### config.mk
export PLATFORM = sky130hd
export DESIGN_NAME = ssd_status_display
export DESIGN_NICKNAME = d
export VERILOG_FILES = /design/src/ssd_pkg.sv /design/src/ssd_tick_gen.sv /design/src/ssd_status_display.sv
export VERILOG_INCLUDE_DIRS = /design/src
export SDC_FILE = /design/constraint.sdc
export NUM_CORES = 1
export LEC_CHECK = 0
export ABC_CLOCK_PERIOD_IN_PS = 2450
export BUFFER_PORTS_ARGS = -buffer_cell sky130_fd_sc_hd__buf_2
export CAP_MARGIN = 15
export CORE_ASPECT_RATIO = 1.2
export CORE_MARGIN = 3
export CORE_UTILIZATION = 50
export DETAILED_ROUTE_END_ITERATION = 7
export PLACE_DENSITY = 0.8
export SYNTH_ARGS = -nofsm -noshare
export SYNTH_HDL_FRONTEND = slang
export SYNTH_SLANG_ARGS = --single-unit
### constraint.sdc
create_clock -name clk_sys -period 2.45 [get_ports clk_sys]
set_clock_uncertainty 0.2 [all_clocks]
set_input_delay 0.1225 -clock clk_sys [delete_from_list [all_inputs] [get_ports clk_sys]]
set_output_delay 0.1225 -clock clk_sys [all_outputs]
set_load 0.02 [all_outputs]
### src/ssd_map.svh
// Purpose: Offsets, field positions, reset values, glyphs and timing for the status display.
// Assumes: 32-bit Avalon-MM word addressing in bytes, 40 MHz system clock.
// Notes:   Definitions only.
`ifndef SSD_MAP_SVH
`define SSD_MAP_SVH

`define SSD_OFS_CTRL       4'h0
`define SSD_OFS_SWADDR     4'h4
`define SSD_OFS_ADDR       4'h8
`define SSD_OFS_IRQSTAT    4'hC
`define SSD_ADDR_W         4
`define SSD_OFS_IRQMASK    4'h0
`define SSD_ALT_MASK_ADDR  5'h10

`define SSD_CTRL_SRC       0
`define SSD_CTRL_SOFTRST   1
`define SSD_CTRL_TSN       2
`define SSD_CTRL_RESET     3'h4

`define SSD_EV_ALARM       0
`define SSD_EV_WARN        1
`define SSD_EV_LINKA       2
`define SSD_EV_LINKB       3
`define SSD_EV_NET         4
`define SSD_EV_W           5

`define SSD_SWADDR_RESET   8'h01

`define SSD_GLY_BLANK      7'h00
`define SSD_GLY_ABSENT     7'h76
`define SSD_GLY_INITCOMM   7'h40
`define SSD_GLY_PREOP      7'h5C
`define SSD_GLY_SAFEOP     7'h63
`define SSD_GLY_RESERVED   7'h54
`define SSD_GLY_CONNECTED  7'h39
`define SSD_GLY_TEST       7'h78
`define SSD_GLY_CPUERR     7'h73
`define SSD_GLY_UPDATE     7'h3E
`define SSD_GLY_INIT       7'h71
`define SSD_GLY_ADDRSET    7'h6D
`define SSD_GLY_ALARM      7'h77
`define SSD_GLY_BOOT       7'h08

`define SSD_CLK_KHZ        40000
`define SSD_BLINK_HALF_MS  250
`define SSD_DWELL_MS       1000
`define SSD_BLINK_CYC      (`SSD_BLINK_HALF_MS * `SSD_CLK_KHZ)
`define SSD_DWELL_CYC      (`SSD_DWELL_MS * `SSD_CLK_KHZ)

`endif

### src/ssd_pkg.sv
// Purpose: Types shared by the status display block.
// Assumes: Nothing beyond the map header.
// Notes:   Network state codes come from the network controller.
package ssd_pkg;

   typedef enum logic [1:0]
   {
      SSD_BOOT  = 2'b00,
      SSD_NET   = 2'b01,
      SSD_ALARM = 2'b10
   } ssd_view_e;

   typedef enum logic [2:0]
   {
      SSD_NS_ABSENT   = 3'b000,
      SSD_NS_INITCOMM = 3'b001,
      SSD_NS_PREOP    = 3'b010,
      SSD_NS_SAFEOP   = 3'b011,
      SSD_NS_RESERVED = 3'b100,
      SSD_NS_LINKED   = 3'b101
   } ssd_net_e;

endpackage : ssd_pkg

### src/ssd_tick_gen.sv
// Purpose: Blink phase and display dwell timing.
// Assumes: Single clock, counts of at least two cycles.
// Notes:   Both outputs come from flip-flops.
`timescale 1ns/1ps
module ssd_tick_gen
   import ssd_pkg::*;
#(
   parameter int BLINK_CYC = 10000000,
   parameter int DWELL_CYC = 40000000
)
(
   input  wire logic clk_sys,
   input  wire logic rst_b,
   output logic      blinkPhase,
   output logic      dwellTick
);

   logic [31:0] blinkCnt;
   logic [31:0] dwellCnt;

   always_ff @(posedge clk_sys or negedge rst_b)
   begin
      if (!rst_b)
      begin
         blinkCnt   <= 32'h0;
         blinkPhase <= 1'b0;
      end
      else if (blinkCnt == 32'(BLINK_CYC - 1))
      begin
         blinkCnt   <= 32'h0;
         blinkPhase <= ~blinkPhase;
      end
      else
         blinkCnt <= blinkCnt + 32'h1;
   end

   always_ff @(posedge clk_sys or negedge rst_b)
   begin
      if (!rst_b)
      begin
         dwellCnt  <= 32'h0;
         dwellTick <= 1'b0;
      end
      else
      begin
         dwellTick <= (dwellCnt == 32'(DWELL_CYC - 1));
         if (dwellCnt == 32'(DWELL_CYC - 1))
            dwellCnt <= 32'h0;
         else
            dwellCnt <= dwellCnt + 32'h1;
      end
   end

endmodule : ssd_tick_gen

### src/ssd_status_display.sv
// Purpose: Front-panel address switches, 7-segment display and status LEDs.
// Assumes: Inputs synchronous to clk_sys; Avalon-MM master obeys waitrequest.
// Notes:   Register map and glyphs live in ssd_map.svh.
// How it works
// Upper switch high nibble, lower switch low.
// Switches sampled only at reset or soft-reset.
// Switch address used only when source is zero.
// Operator zeroes switches for software addressing.
// Three-digit variant samples same way.
// One digit standard, three digits high-speed.
// Network status shown only after startup completes.
// Alarm code follows network status in sequence.
// Distinct glyphs for each time-sensitive network state.
// Basic mode shows controller-absent glyph for every network state but linked.
// Distinct glyphs for test, CPU, update, init, addressing.
// Servo LED off, blinking, or steady by state.
// Run LED off on alarm, else on.
// Error LED: warning blinks, alarm steady, alarm wins.
// Each port link LED follows its link.
// Decimal point shows servo status while connected.
// Last two digits show address octet in hex.
// Blink and dwell times are clock-derived parameters.
`timescale 1ns/1ps
`include "ssd_map.svh"
module ssd_status_display
   import ssd_pkg::*;
#(
   parameter bit THREE_DIGIT = 1'b0,
   parameter int BLINK_CYC   = `SSD_BLINK_CYC,
   parameter int DWELL_CYC   = `SSD_DWELL_CYC
)
(
   input  wire logic        clk_sys,
   input  wire logic        rst_b,
   input  wire logic [4:0]  avs_address,
   input  wire logic        avs_read,
   input  wire logic        avs_write,
   input  wire logic [31:0] avs_writedata,
   output logic      [31:0] avs_readdata,
   output logic             avs_waitrequest,
   input  wire logic [3:0]  addrSwitchHigh,
   input  wire logic [3:0]  addrSwitchLow,
   input  wire logic        startupDone,
   input  wire logic        servoReady,
   input  wire logic        servoOn,
   input  wire logic        alarmActive,
   input  wire logic        warningActive,
   input  wire logic [11:0] alarmCode,
   input  wire logic [2:0]  netState,
   input  wire logic        testMode,
   input  wire logic        cpuError,
   input  wire logic        fwUpdating,
   input  wire logic        initInProgress,
   input  wire logic        addrSetInProgress,
   input  wire logic        networkPortALink,
   input  wire logic        networkPortBLink,
   output logic      [7:0]  segDigit0,
   output logic      [7:0]  segDigit1,
   output logic      [7:0]  segDigit2,
   output logic      [7:0]  ipOctet,
   output logic             servoIndicator,
   output logic             runIndicator,
   output logic             errorIndicator,
   output logic             portALinkIndicator,
   output logic             portBLinkIndicator,
   output logic             irq
);

   function automatic logic [6:0] hexGlyph(input logic [3:0] n);
      logic [6:0] g;
      g = 7'h00;
      case (n)
         4'h0: g = 7'h3F;  4'h1: g = 7'h06;  4'h2: g = 7'h5B;  4'h3: g = 7'h4F;
         4'h4: g = 7'h66;  4'h5: g = 7'h6D;  4'h6: g = 7'h7D;  4'h7: g = 7'h07;
         4'h8: g = 7'h7F;  4'h9: g = 7'h6F;  4'hA: g = 7'h77;  4'hB: g = 7'h7C;
         4'hC: g = 7'h39;  4'hD: g = 7'h5E;  4'hE: g = 7'h79;  default: g = 7'h71;
      endcase
      return g;
   endfunction : hexGlyph

   logic [2:0]  ctrl;
   logic [7:0]  swAddr;
   logic [7:0]  sampledSw;
   logic        takeSwitch;
   logic [4:0]  irqStat;
   logic [4:0]  irqMask;
   logic [4:0]  prevIn;
   logic        blinkPhase;
   logic        dwellTick;
   logic        busDone;
   ssd_view_e   view;
   ssd_view_e   next_view;

   assign busDone = (avs_read || avs_write) && !avs_waitrequest;

   ssd_tick_gen #(
      .BLINK_CYC (BLINK_CYC),
      .DWELL_CYC (DWELL_CYC)
   ) u_tick (
      .clk_sys    (clk_sys),
      .rst_b      (rst_b),
      .blinkPhase (blinkPhase),
      .dwellTick  (dwellTick)
   );

   // Each request is answered one cycle after it appears, then waitrequest rises again.
   always_ff @(posedge clk_sys or negedge rst_b)
   begin
      if (!rst_b)
         avs_waitrequest <= 1'b1;
      else
         avs_waitrequest <= !((avs_read || avs_write) && avs_waitrequest);
   end

   always_ff @(posedge clk_sys or negedge rst_b)
   begin
      if (!rst_b)
         avs_readdata <= 32'h0;
      else if ((avs_read || avs_write) && avs_waitrequest)
      begin
         case (avs_address)
            5'(`SSD_OFS_CTRL):    avs_readdata <= {29'h0, ctrl};
            5'(`SSD_OFS_SWADDR):  avs_readdata <= {24'h0, swAddr};
            5'(`SSD_OFS_ADDR):    avs_readdata <= {16'h0, sampledSw, ipOctet};
            5'(`SSD_OFS_IRQSTAT): avs_readdata <= {27'h0, irqStat};
            `SSD_ALT_MASK_ADDR:   avs_readdata <= {27'h0, irqMask};
            default:              avs_readdata <= 32'h0;
         endcase
      end
   end

   // The soft-reset bit clears itself after one cycle so it acts as a pulse.
   always_ff @(posedge clk_sys or negedge rst_b)
   begin
      if (!rst_b)
         ctrl <= `SSD_CTRL_RESET;
      else if (busDone && avs_write && avs_address == 5'(`SSD_OFS_CTRL))
         ctrl <= avs_writedata[2:0];
      else
         ctrl[`SSD_CTRL_SOFTRST] <= 1'b0;
   end

   always_ff @(posedge clk_sys or negedge rst_b)
   begin
      if (!rst_b)
      begin
         swAddr  <= `SSD_SWADDR_RESET;
         irqMask <= 5'h00;
      end
      else if (busDone && avs_write)
      begin
         if (avs_address == 5'(`SSD_OFS_SWADDR))
            swAddr <= avs_writedata[7:0];
         if (avs_address == `SSD_ALT_MASK_ADDR)
            irqMask <= avs_writedata[4:0];
      end
   end

   // A reset cannot load a port, so the switches are caught on the first edge after release.
   always_ff @(posedge clk_sys or negedge rst_b)
   begin
      if (!rst_b)
         takeSwitch <= 1'b1;
      else
         takeSwitch <= ctrl[`SSD_CTRL_SOFTRST];
   end

   always_ff @(posedge clk_sys or negedge rst_b)
   begin
      if (!rst_b)
         sampledSw <= 8'h00;
      else if (takeSwitch)
         sampledSw <= {addrSwitchHigh, addrSwitchLow};
   end

   always_ff @(posedge clk_sys or negedge rst_b)
   begin
      if (!rst_b)
         ipOctet <= 8'h00;
      else if (!ctrl[`SSD_CTRL_SRC])
         ipOctet <= sampledSw;
      else
         ipOctet <= swAddr;
   end

   logic [2:0] prevNet;
   logic       prevAlarm;
   logic       prevWarn;
   logic [4:0] rise;

   assign rise = {netState != prevNet,
                  networkPortBLink != prevIn[1],
                  networkPortALink != prevIn[0],
                  warningActive && !prevWarn,
                  alarmActive && !prevAlarm};

   always_ff @(posedge clk_sys or negedge rst_b)
   begin
      if (!rst_b)
      begin
         prevIn    <= 5'h00;
         prevNet   <= 3'h0;
         prevAlarm <= 1'b0;
         prevWarn  <= 1'b0;
      end
      else
      begin
         prevIn    <= {netState, networkPortBLink, networkPortALink};
         prevNet   <= netState;
         prevAlarm <= alarmActive;
         prevWarn  <= warningActive;
      end
   end

   // A new event in the same cycle as the clearing read stays set.
   always_ff @(posedge clk_sys or negedge rst_b)
   begin
      if (!rst_b)
         irqStat <= 5'h00;
      else if (busDone && avs_read && avs_address == 5'(`SSD_OFS_IRQSTAT))
         irqStat <= rise;
      else
         irqStat <= irqStat | rise;
   end

   always_ff @(posedge clk_sys or negedge rst_b)
   begin
      if (!rst_b)
         irq <= 1'b0;
      else
         irq <= |(irqStat & irqMask);
   end

   always_comb
   begin
      next_view = view;
      case (view)
         SSD_BOOT:  if (startupDone) next_view = SSD_NET;
         SSD_NET:   if (dwellTick && (alarmActive || warningActive)) next_view = SSD_ALARM;
         SSD_ALARM: if (dwellTick || !(alarmActive || warningActive)) next_view = SSD_NET;
         default:   next_view = SSD_BOOT;
      endcase
   end

   always_ff @(posedge clk_sys or negedge rst_b)
   begin
      if (!rst_b)
         view <= SSD_BOOT;
      else
         view <= next_view;
   end

   logic [6:0] netGlyph;
   logic       linked;
   logic       dotOn;

   assign linked = (netState == SSD_NS_LINKED);
   assign dotOn  = servoOn ? servoReady : (servoReady && blinkPhase);

   always_comb
   begin
      netGlyph = `SSD_GLY_ABSENT;
      if (cpuError)               netGlyph = `SSD_GLY_CPUERR;
      else if (fwUpdating)        netGlyph = `SSD_GLY_UPDATE;
      else if (testMode)          netGlyph = `SSD_GLY_TEST;
      else if (initInProgress)    netGlyph = `SSD_GLY_INIT;
      else if (addrSetInProgress) netGlyph = `SSD_GLY_ADDRSET;
      else if (linked)            netGlyph = `SSD_GLY_CONNECTED;
      else if (ctrl[`SSD_CTRL_TSN])
      begin
         case (netState)
            SSD_NS_INITCOMM: netGlyph = `SSD_GLY_INITCOMM;
            SSD_NS_PREOP:    netGlyph = `SSD_GLY_PREOP;
            SSD_NS_SAFEOP:   netGlyph = `SSD_GLY_SAFEOP;
            SSD_NS_RESERVED: netGlyph = `SSD_GLY_RESERVED;
            default:         netGlyph = `SSD_GLY_ABSENT;
         endcase
      end
      else
         netGlyph = `SSD_GLY_ABSENT;
   end

   // Unused digits of the one-digit variant stay dark.
   always_ff @(posedge clk_sys or negedge rst_b)
   begin
      if (!rst_b)
      begin
         segDigit0 <= 8'h00;
         segDigit1 <= 8'h00;
         segDigit2 <= 8'h00;
      end
      else
      begin
         case (view)
            SSD_NET:
            begin
               segDigit0 <= {linked && dotOn, netGlyph};
               segDigit1 <= THREE_DIGIT ? {1'b0, hexGlyph(ipOctet[7:4])} : 8'h00;
               segDigit2 <= THREE_DIGIT ? {1'b0, hexGlyph(ipOctet[3:0])} : 8'h00;
            end
            SSD_ALARM:
            begin
               segDigit0 <= THREE_DIGIT ? {1'b0, hexGlyph(alarmCode[11:8])}
                                        : {1'b0, `SSD_GLY_ALARM};
               segDigit1 <= THREE_DIGIT ? {1'b0, hexGlyph(alarmCode[7:4])} : 8'h00;
               segDigit2 <= THREE_DIGIT ? {1'b0, hexGlyph(alarmCode[3:0])} : 8'h00;
            end
            default:
            begin
               segDigit0 <= {1'b0, `SSD_GLY_BOOT};
               segDigit1 <= 8'h00;
               segDigit2 <= 8'h00;
            end
         endcase
      end
   end

   always_ff @(posedge clk_sys or negedge rst_b)
   begin
      if (!rst_b)
      begin
         servoIndicator     <= 1'b0;
         runIndicator       <= 1'b0;
         errorIndicator     <= 1'b0;
         portALinkIndicator <= 1'b0;
         portBLinkIndicator <= 1'b0;
      end
      else
      begin
         servoIndicator     <= dotOn;
         runIndicator       <= !alarmActive;
         errorIndicator     <= alarmActive || (warningActive && blinkPhase);
         portALinkIndicator <= networkPortALink;
         portBLinkIndicator <= networkPortBLink;
      end
   end

   a_run_off_alarm: assert property (@(posedge clk_sys) disable iff (!rst_b)
      alarmActive |=> !runIndicator) else $error("Run LED lit during alarm.");
   a_err_alarm_on: assert property (@(posedge clk_sys) disable iff (!rst_b)
      alarmActive |=> errorIndicator) else $error("Error LED dark during alarm.");
   a_err_quiet: assert property (@(posedge clk_sys) disable iff (!rst_b)
      !alarmActive && !warningActive |=> !errorIndicator) else $error("Error LED lit idle.");
   a_servo_steady: assert property (@(posedge clk_sys) disable iff (!rst_b)
      servoReady && servoOn |=> servoIndicator) else $error("Servo LED not steady.");
   a_servo_off: assert property (@(posedge clk_sys) disable iff (!rst_b)
      !servoReady |=> !servoIndicator) else $error("Servo LED lit when not ready.");
   a_link_follow: assert property (@(posedge clk_sys) disable iff (!rst_b)
      ##1 portALinkIndicator == $past(networkPortALink)) else $error("Port A LED wrong.");
   a_boot_hold: assert property (@(posedge clk_sys) disable iff (!rst_b)
      view == SSD_BOOT && !startupDone |=> view == SSD_BOOT) else $error("Left boot early.");
   a_addr_hold: assert property (@(posedge clk_sys) disable iff (!rst_b)
      !takeSwitch |=> $stable(sampledSw)) else $error("Switch value changed in operation.");
   a_addr_src: assert property (@(posedge clk_sys) disable iff (!rst_b)
      !ctrl[`SSD_CTRL_SRC] |=> ipOctet == $past(sampledSw)) else $error("Address not switch.");
   a_basic_absent: assert property (@(posedge clk_sys) disable iff (!rst_b)
      view == SSD_NET && !ctrl[`SSD_CTRL_TSN] && !linked && !cpuError && !fwUpdating &&
      !testMode && !initInProgress && !addrSetInProgress
      |=> segDigit0[6:0] == `SSD_GLY_ABSENT) else $error("Basic mode wrong glyph.");
   a_bus_answer: assert property (@(posedge clk_sys) disable iff (!rst_b)
      (avs_read || avs_write) && avs_waitrequest |=> !avs_waitrequest)
      else $error("Bus request not answered in one cycle.");

   c_alarm_view: cover property (@(posedge clk_sys) disable iff (!rst_b) view == SSD_ALARM);
   c_linked: cover property (@(posedge clk_sys) disable iff (!rst_b)
      view == SSD_NET && linked);
   c_irq: cover property (@(posedge clk_sys) disable iff (!rst_b) irq);

endmodule : ssd_status_display

# ---- Word-level counts from Yosys, hierarchy flattened
# Cells that the tools add are included.
# Widths: inputs -> output; s select.
dict set report op_classes {
  n_addsub 2
  n_reduce_logical 28
  muxes 20
  n_bitwise 3
  eq_ne 19
}
# cell n
set op_table {}
lappend op_table {{$pmux 16 s5} 1}
lappend op_table {{$add 32x1->32 const B} 2}
lappend op_table {{$mux 32} 2}
lappend op_table {{$mux 7} 7}
lappend op_table {{$eq 32x24->1 const B} 1}
lappend op_table {{$eq 32x26->1 const B} 1}
lappend op_table {{$pmux 6 s4} 1}
lappend op_table {{$pmux 8 s2} 1}
lappend op_table {{$logic_and 1x1->1} 12}
lappend op_table {{$eq 5x4->1 const B} 2}
lappend op_table {{$mux 8} 1}
lappend op_table {{$eq 3x2->1 const B} 2}
lappend op_table {{$eq 3x3->1 const B} 2}
lappend op_table {{$logic_not 1->1} 6}
lappend op_table {{$mux 2} 3}
lappend op_table {{$ne 2x2->1 const B} 3}
lappend op_table {{$pmux 2 s3} 1}
lappend op_table {{$and 5x5->5} 1}
lappend op_table {{$eq 5x3->1 const B} 1}
lappend op_table {{$eq 5x5->1 const B} 1}
lappend op_table {{$logic_not 5->1} 1}
lappend op_table {{$mux 5} 1}
lappend op_table {{$or 5x5->5} 1}
lappend op_table {{$reduce_or 5->1} 1}
lappend op_table {{11 further kinds} 17}
dict set report totals {
  reg_bits 160
  input_bits 76
  out_inout_bits 71
  word_cells 98
}

# ---- Longest topological paths before layout
# Gate-level depths: netlist of the first run.
dict set report depth {
  word_depth 10
  mapped_depth 6
  mapped_depth_nobuf 6
}

# ---- Modules after synthesis
# From an unflattened synthesis of the first run, not the netlist that was laid out.
dict set report unflattened {
  hier_cells 626
  area_unflattened_um2 6789.0
}
# mod seq_area_each_um2 instances cells_per_inst area_per_inst_um2
set by_module_without_submodules {}
lappend by_module_without_submodules {ssd_status_display 1906.8 1 306 3513.4}
lappend by_module_without_submodules {ssd_tick_gen 1651.6 1 320 3275.6}

# ---- Worst setup path before layout of the first run
# Ideal clock, no wire load.
dict set report synth_path {
  path_type {register to register}
  startpoint {reg u_tick.blinkCnt[0]}
  endpoint {reg u_tick.blinkPhase}
  path_slack_ps 537
  t_arrival_ps 1634
  n_path_buf 1
  required_ps 2171
  setup_time_ps 79
  synth_period_minus_slack_ps 1913
  path_stages_with_launch 7
  cell_sequence {dfrtp_1 -> ha_1 -> nand3_1 -> or2_1 -> nor4_2 -> buf_4 -> xor2_1}
}
dict set report synth_between {
  elab_chain_len 1
}
# element line
set synth_rtl {}
lappend synth_rtl {{start: declaration} ssd_tick_gen.sv:18} ;# logic [31:0] blinkCnt;
lappend synth_rtl {{start signal: assignment} ssd_tick_gen.sv:34} ;# blinkCnt <= blinkCnt + 32'h1;
lappend synth_rtl {{$eq 32x24->1} ssd_tick_gen.sv:28} ;# else if (blinkCnt == 32'(BLINK_CYC - 1))
lappend synth_rtl {{end signal: assignment} ssd_tick_gen.sv:31} ;# blinkPhase <= ~blinkPhase;
lappend synth_rtl {{end: declaration} ssd_tick_gen.sv:14} ;# output logic blinkPhase,
# No other way between the ends.
# A chain may end at the register's enable or synchronous reset.

# ---- Worst setup path after layout of the first run
dict set report layout_path {
  startpoint {reg view[0]}
  endpoint {reg segDigit0[6]}
}
dict set report layout_between {
  elab_chain_len 2
  word_cells_on_any_way 3
  classes_between {eq/ne (2); mux (1)}
}
# element line
set layout_rtl {}
lappend layout_rtl {{start: declaration} ssd_status_display.sv:91} ;# ssd_view_e view;
lappend layout_rtl {{start signal: assignment} ssd_status_display.sv:250} ;# view <= next_view;
lappend layout_rtl {{$eq 2x2->1 or $eq 2x1->1 (tied branches)} ssd_status_display.sv:294} ;# case (view)
lappend layout_rtl {{$pmux 8 s2 *} ssd_status_display.sv:294}
lappend layout_rtl {{end signal: assignment} ssd_status_display.sv:297} ;# segDigit0 <= {linked && dotOn, netGlyph};
lappend layout_rtl {{end signal: assignment} ssd_status_display.sv:303} ;# segDigit0 <= THREE_DIGIT ? {1'b0, hexGlyph(alarmCode[11:8])}
lappend layout_rtl {{end signal: assignment} ssd_status_display.sv:310} ;# segDigit0 <= {1'b0, `SSD_GLY_BOOT};
lappend layout_rtl {{end: declaration} ssd_status_display.sv:57} ;# output logic [7:0] segDigit0,
# Every way passes the cells marked *; elsewhere a longest branch is shown, timed or not.

==> results.toml, run 1 <==
[status]
status = "finished, final reports clean"

[power_and_ir_drop]
cellLeakagePower_nw = 3.92
powerDensity_nw_per_um2 = 735
ir_drop_uv = 428

[die]
die_w_um = 112
boundaryPins = 147
dieArea_um2 = 14800
core_um2 = 12800
initial_core_util_pct = 52.0
die_h_um = 133
num_rows = 45

[logic_synthesis]
synth-edff-count = 0
yosys_warnings = 0
synth.avg_cell_area_um2 = 11.1
synthTopCellsByCount = "138 x dfrtp_1, 63 x nand2_1, 44 x nor2_1"
synthDistinctLibCells = 58
synth_top_area_share_pct = 51.7
synth-compound-area-share_pct = 6.61
synth_area_um2 = 6680
ys.flop_type = "dfrtp_1"
synth_top_family_by_area = "simple AND/OR/NAND/NOR gates"
yosys-mux-area-fraction_pct = 6.29
syn_inst = 600
yosysMostFrequentCell = "dfrtp_1"
synthArstFlopShare_pct = 100
yosys.area.top_type = "dfrtp_1"
synth_xor_area_share_pct = 8.13
yosys.area_share.simple_pct = 19.5
synth-seq-cells = 142
synthAdderAreaFrac_pct = 1.12
seq_area_frac_synth_pct = 53.3
synth_area_leaders = "dfrtp_1 52%, mux2_2 5.4%, xnor2_1 5.4%, buf_4 3.8%, nand2_1 3.5%"

[timing]
max_freq_mhz = 433
finalCriticalPeriod_ns = 2.31
slew_headroom_pct = 50.9
tightest_slew_ns = 0.736
post-route-period-util_pct = 94.2
drv_slew = 0
hold_violations = 0
rsz0062_at_grt = "no"
setup_violations = 0
fin_setup_tns_ns = 0

[cells_and_area]
drive_gt1_share_pct = 23.4
fin_nets = 817
area_delta_synth_final_pct = 22.6
final_cells = 912
diodes = 0

[grt]
grt_usage_pct = 22.0
grt_pass1_vias = 5482
gr-total-overflow = 0
antenna_found_initial = 0
grt_pass1_wl_um = 26600
grt_max_degree = 53

[critical_path]
worstReg2RegEnd = "segDigit0[6]"
rr_startpoint = "view[0]"
path_cells = "inv_1 > ha_1 > o21ai_0 > a21oi_1 > dlygate4sd3_1"
reg2reg_depth = 5
max_stage_delay_ns = 0.60
crit_fanout = 7
ff2ff_setup_slack_ns = 0.14
critPathCaptureType = "register"
crit_path_start_kind = "register"
cp_slowest_cell = "dlygate4sd3_1"
worstPathRequired_ns = 2.54
arrival_ns = 2.40
crit_type = "reg2reg"

[placement]
place_inst = 841
place_hpwl_um = 10400
gp_congestion = 0.887
io_buffers = 78

[routing]
num_vias = 5133
drt_iter0_drc = 469
first_pass_iters = 7
wl_per_cell_um = 17.2
viasPerCell = 5.63
routed_wl_um = 15700
drc = 0
antenna_left = 0

[clock_tree]
post-cts-setup-buffers = 0
clock_latency_ns = 0.41
cts_tree = "done"
cts_root_buf = "clkbuf_16"
cts_num_sinks = 142
clkTransAtPathRegs_ns = 0.06
cts_buffers = 17
cts.path.max_buffers = 2
ctsHtreeMaxLevel = 4

[run]
max-cap-violations = 0

[min_path]
hp-class = "in2async"
## kinds of logic (layout without fill, tap and decap cells)
kind of cell | after synthesis | after routing
and+or+nand+nor | 229 | 229
other | 1 | 32
buffers and inverters | 52 | 169
adders and majority gates | 6 | 6
DFF | 142 | 142
xor gates and xnor gates | 62 | 62
AOI/OAI and AO/OA | 70 | 70
muxes | 38 | 38
## worst max-delay path: cells and delay by family, from the launching register on
family / cells / cell delay (ns)
DFF: 1 / 0.41
adders and majority gates: 1 / 0.29
AOI/OAI and AO/OA: 2 / 0.59
buffers and inverters: 2 / 0.69
## placed cells by master (no fill, tap or decap), types with 7 or more instances in the layout
cell type,n
conb_1,32
xor2_1,21
xnor2_1,41
nand4_1,16
buf_4,14
dlygate4sd3_1,39
a21oi_1,8
dfrtp_1,138
buf_2,77
and2_1,7
nand2_1,63
and3_1,15
and4_1,9
o21ai_0,28
clkbuf_16,17
nand3_1,26
nor2_1,44
mux2_2,32
nor4_1,8
## sequential cells by signal, indices dropped and copies added, names as in the netlist, 2 cells and up
name,flops
sampledSw,8
irqStat,5
u_tick.dwellCnt,32
irqMask,5
avs_readdata,16
ipOctet,8
swAddr,8
view,2
segDigit0,8
prevNet,3
ctrl,3
u_tick.blinkCnt,32
## final cells by class
type                       count  area (µm²)
inverter                       6        22.5
sequential                   142        3560
fill                         892        4650
clock buffer                  19         443
tap                          164         205
clock inverter                13         164
multi-input combinational    437        2900
timing repair buffer         131         892
## how the worst max path moves through the flow
stage                       startpoint  depth (start not counted)                end
floorplan           u_tick.blinkCnt[0]                          6  u_tick.blinkPhase
global placement    u_tick.blinkCnt[0]                          6  u_tick.blinkPhase
detailed placement  u_tick.blinkCnt[0]                          6  u_tick.blinkPhase
CTS                            view[0]                          5       segDigit0[6]
global route                   view[0]                          5       segDigit0[6]
finish                         view[0]                          5       segDigit0[6]
## per-stage QoR
stage          hold slack, ns  power, mW  util [%]  instance area, µm²  setup WS [ns]
5_1_grt                0.0499       6.23      63.8                8190         0.0804
4_1_cts                0.0210       6.03      63.8                8190          0.229
2_1_floorplan          -0.373       3.09         -                6800          0.537
3_5_place_dp           -0.109       3.32      56.0                7190          0.389
6_report               0.0121       6.01      63.8                8190          0.142
3_3_place_gp           -0.109       3.28      56.0                7190          0.457
## timing repair
| item | 4_1_cts | 5_1_grt |
|---|---|---|
| hold buffers | 39 | 0 |
| gates resized for setup | 0 | 0 |
| endpoints found under the hold margin | 193 | 0 |
## per-layer routing
| layer | GRT usage (%) | part of all wire (%) | routed length (µm) |
|---|---|---|---|
| met1 | 25.5 | 39 | 6050 |
| met3 | 4.94 | 4.5 | 711 |
| met5 | 0 | 0 | 0 |
| met2 | 38.9 | 54 | 8400 |
| met4 | 9.26 | 3.2 | 505 |
## where the power goes
group,internal [mW],total [mW],switching [mW],leakage [nW]
sequential,2.49,2.60,0.104,1.87
clock,1.63,2.61,0.982,0.282
combinational,0.334,0.803,0.468,1.77
(Power assumes the default switching activity.)
==> run 2: changes to the inputs <==
CTS_CLUSTER_SIZE = 10   (was not set)
SETUP_SLACK_MARGIN = 0.15   (was not set)
SLEW_MARGIN = 15   (was not set)
==> results.toml, run 2 (synthesis results as in run 1) <==
[status]
status = "finished, final reports clean"

[critical_path]
crit_start = "ctrl[2]"
crit_type = "reg2reg"
ff2ff_setup_slack_ns = 0.23
cp-endpoint = "segDigit0[3]"
reg2reg_depth = 6
crit_path_start_kind = "register"
rr_startpoint = "ctrl[2]"
arrival_ns = 2.37
critPathCaptureType = "register"
worstPathRequired_ns = 2.60
worstReg2RegEnd = "segDigit0[3]"
crit_fanout = 7

[timing]
setup_violations = 0
hold_violations = 0
finalCriticalPeriod_ns = 2.22
max_freq_mhz = 450
post-route-period-util_pct = 90.7
drv_slew = 0
fin_setup_tns_ns = 0
tightest_slew_ns = 0.746
slew_headroom_pct = 50.2
rsz0062_at_grt = "no"

[die]
num_rows = 45
boundaryPins = 147
core_um2 = 12800
dieArea_um2 = 14800
initial_core_util_pct = 52.0
die_h_um = 133
die_w_um = 112

[power_and_ir_drop]
p_sw_mw = 1.56
internal-power_mw = 4.46
combPwrFrac_pct = 13.4
cellLeakagePower_nw = 3.92
pwr-share-clk_pct = 43.4
ir_drop_uv = 427
finalPower_mw = 6.02
pwr-share-seq_pct = 43.2
powerDensity_nw_per_um2 = 735
swShare_pct = 25.9

[grt]
grt_pass1_vias = 5482
antenna_found_initial = 0
grt_pass1_wl_um = 26600
gr-total-overflow = 0
grt_usage_pct = 22.0
grt_max_degree = 53

[routing]
drc = 0
first_pass_iters = 7
num_vias = 5134
drt_iter0_drc = 502
viasPerCell = 5.63
antenna_left = 0
wl_per_cell_um = 17.3
routed_wl_um = 15800

[run]
max-cap-violations = 0

[cells_and_area]
diodes = 0
fin_nets = 817
multi_input_area_um2 = 2910
drive_gt1_share_pct = 23.7
layout_commonest_cell = "dfrtp_1"
area_delta_synth_final_pct = 22.7
fillers = 889
largestRegisters = "u_tick.blinkCnt (32), u_tick.dwellCnt (32), avs_readdata (16)"
register_area_um2 = 3560
layout_common_cells = "138 x dfrtp_1, 77 x buf_2, 63 x nand2_1, 44 x nor2_1, 41 x xnor2_1"

[clock_tree]
cts_buffers = 17
cts_num_sinks = 142
cts.path.max_buffers = 2
post-cts-setup-buffers = 0
ctsHtreeMaxLevel = 4
cts_tree = "done"
clock_latency_ns = 0.42
cts_root_buf = "clkbuf_16"
clkTransAtPathRegs_ns = 0.06

[placement]
io_buffers = 78
gp_congestion = 0.887
place_hpwl_um = 10400

[min_path]
hp-class = "in2async"
## run 2: worst min-delay path by stage
| stage | slack, ns | to | cells after the start |
|---|---|---|---|
| floorplan | -0.37 | avs_readdata[0] | 0 |
| finish | 0.01 | avs_readdata[2] | 2 |
| detailed placement | -0.11 | avs_readdata[2] | 1 |
| global route | 0.05 | avs_readdata[2] | 2 |
| CTS | 0.02 | avs_readdata[2] | 2 |
| global placement | -0.11 | runIndicator | 1 |
## run 2: timing repair
action | in CTS | in global routing
hold endpoints to repair | 193 | 0
gates resized for setup | 0 | 3
endpoints found under the setup margin | 0 | 3
hold buffers | 39 | 0
## run 2: metrics by stage
step,std cells,setup slack (ns),hold WS (ns),instance area [µm²],utilization (%)
floorplan,631,0.537,-0.373,6800,-
global placement,841,0.457,-0.109,7190,56.0
detailed placement,841,0.389,-0.109,7190,56.0
CTS,912,0.229,0.0210,8190,63.8
global route,912,0.0961,0.0498,8200,63.8
finish,912,0.228,0.00974,8200,63.8
## run 2: final cells by class
class	count	area share [%]
inverters	6	0.275
multi-input cells	437	35.5
clock buffers	19	5.40
well taps	164	2.50
flip-flops and latches	142	43.4
repair buffers	131	10.9
clock inverters	13	2.00
## run 2: routing by layer
metal  up-vias  share of wire, %  track usage [%]
met5         -                 0                0
met4         0               3.2             9.26
met3        48               4.8             4.94
met2       188                54             38.9
met1      2559                38             25.5
li1       2339                 -                -
## run 2: worst max-delay path, stage by stage, from the launching register on
cell and delay (ns):
dfstp_2 0.59, nor4bb_2 0.41, a211oi_2 0.10, nor2_1 0.11, nor3_1 0.06, o22ai_1 0.11
dlygate4sd3_1 0.57
## run 2: power groups by stage
stage	Sequential, mW	Clock [mW]	Combinational [mW]
2_1_floorplan	2.70	0	0.389
3_3_place_gp	2.62	0	0.662
3_5_place_dp	2.63	0	0.690
4_1_cts	2.59	2.65	0.784
5_1_grt	2.61	2.75	0.873
6_report	2.60	2.62	0.809
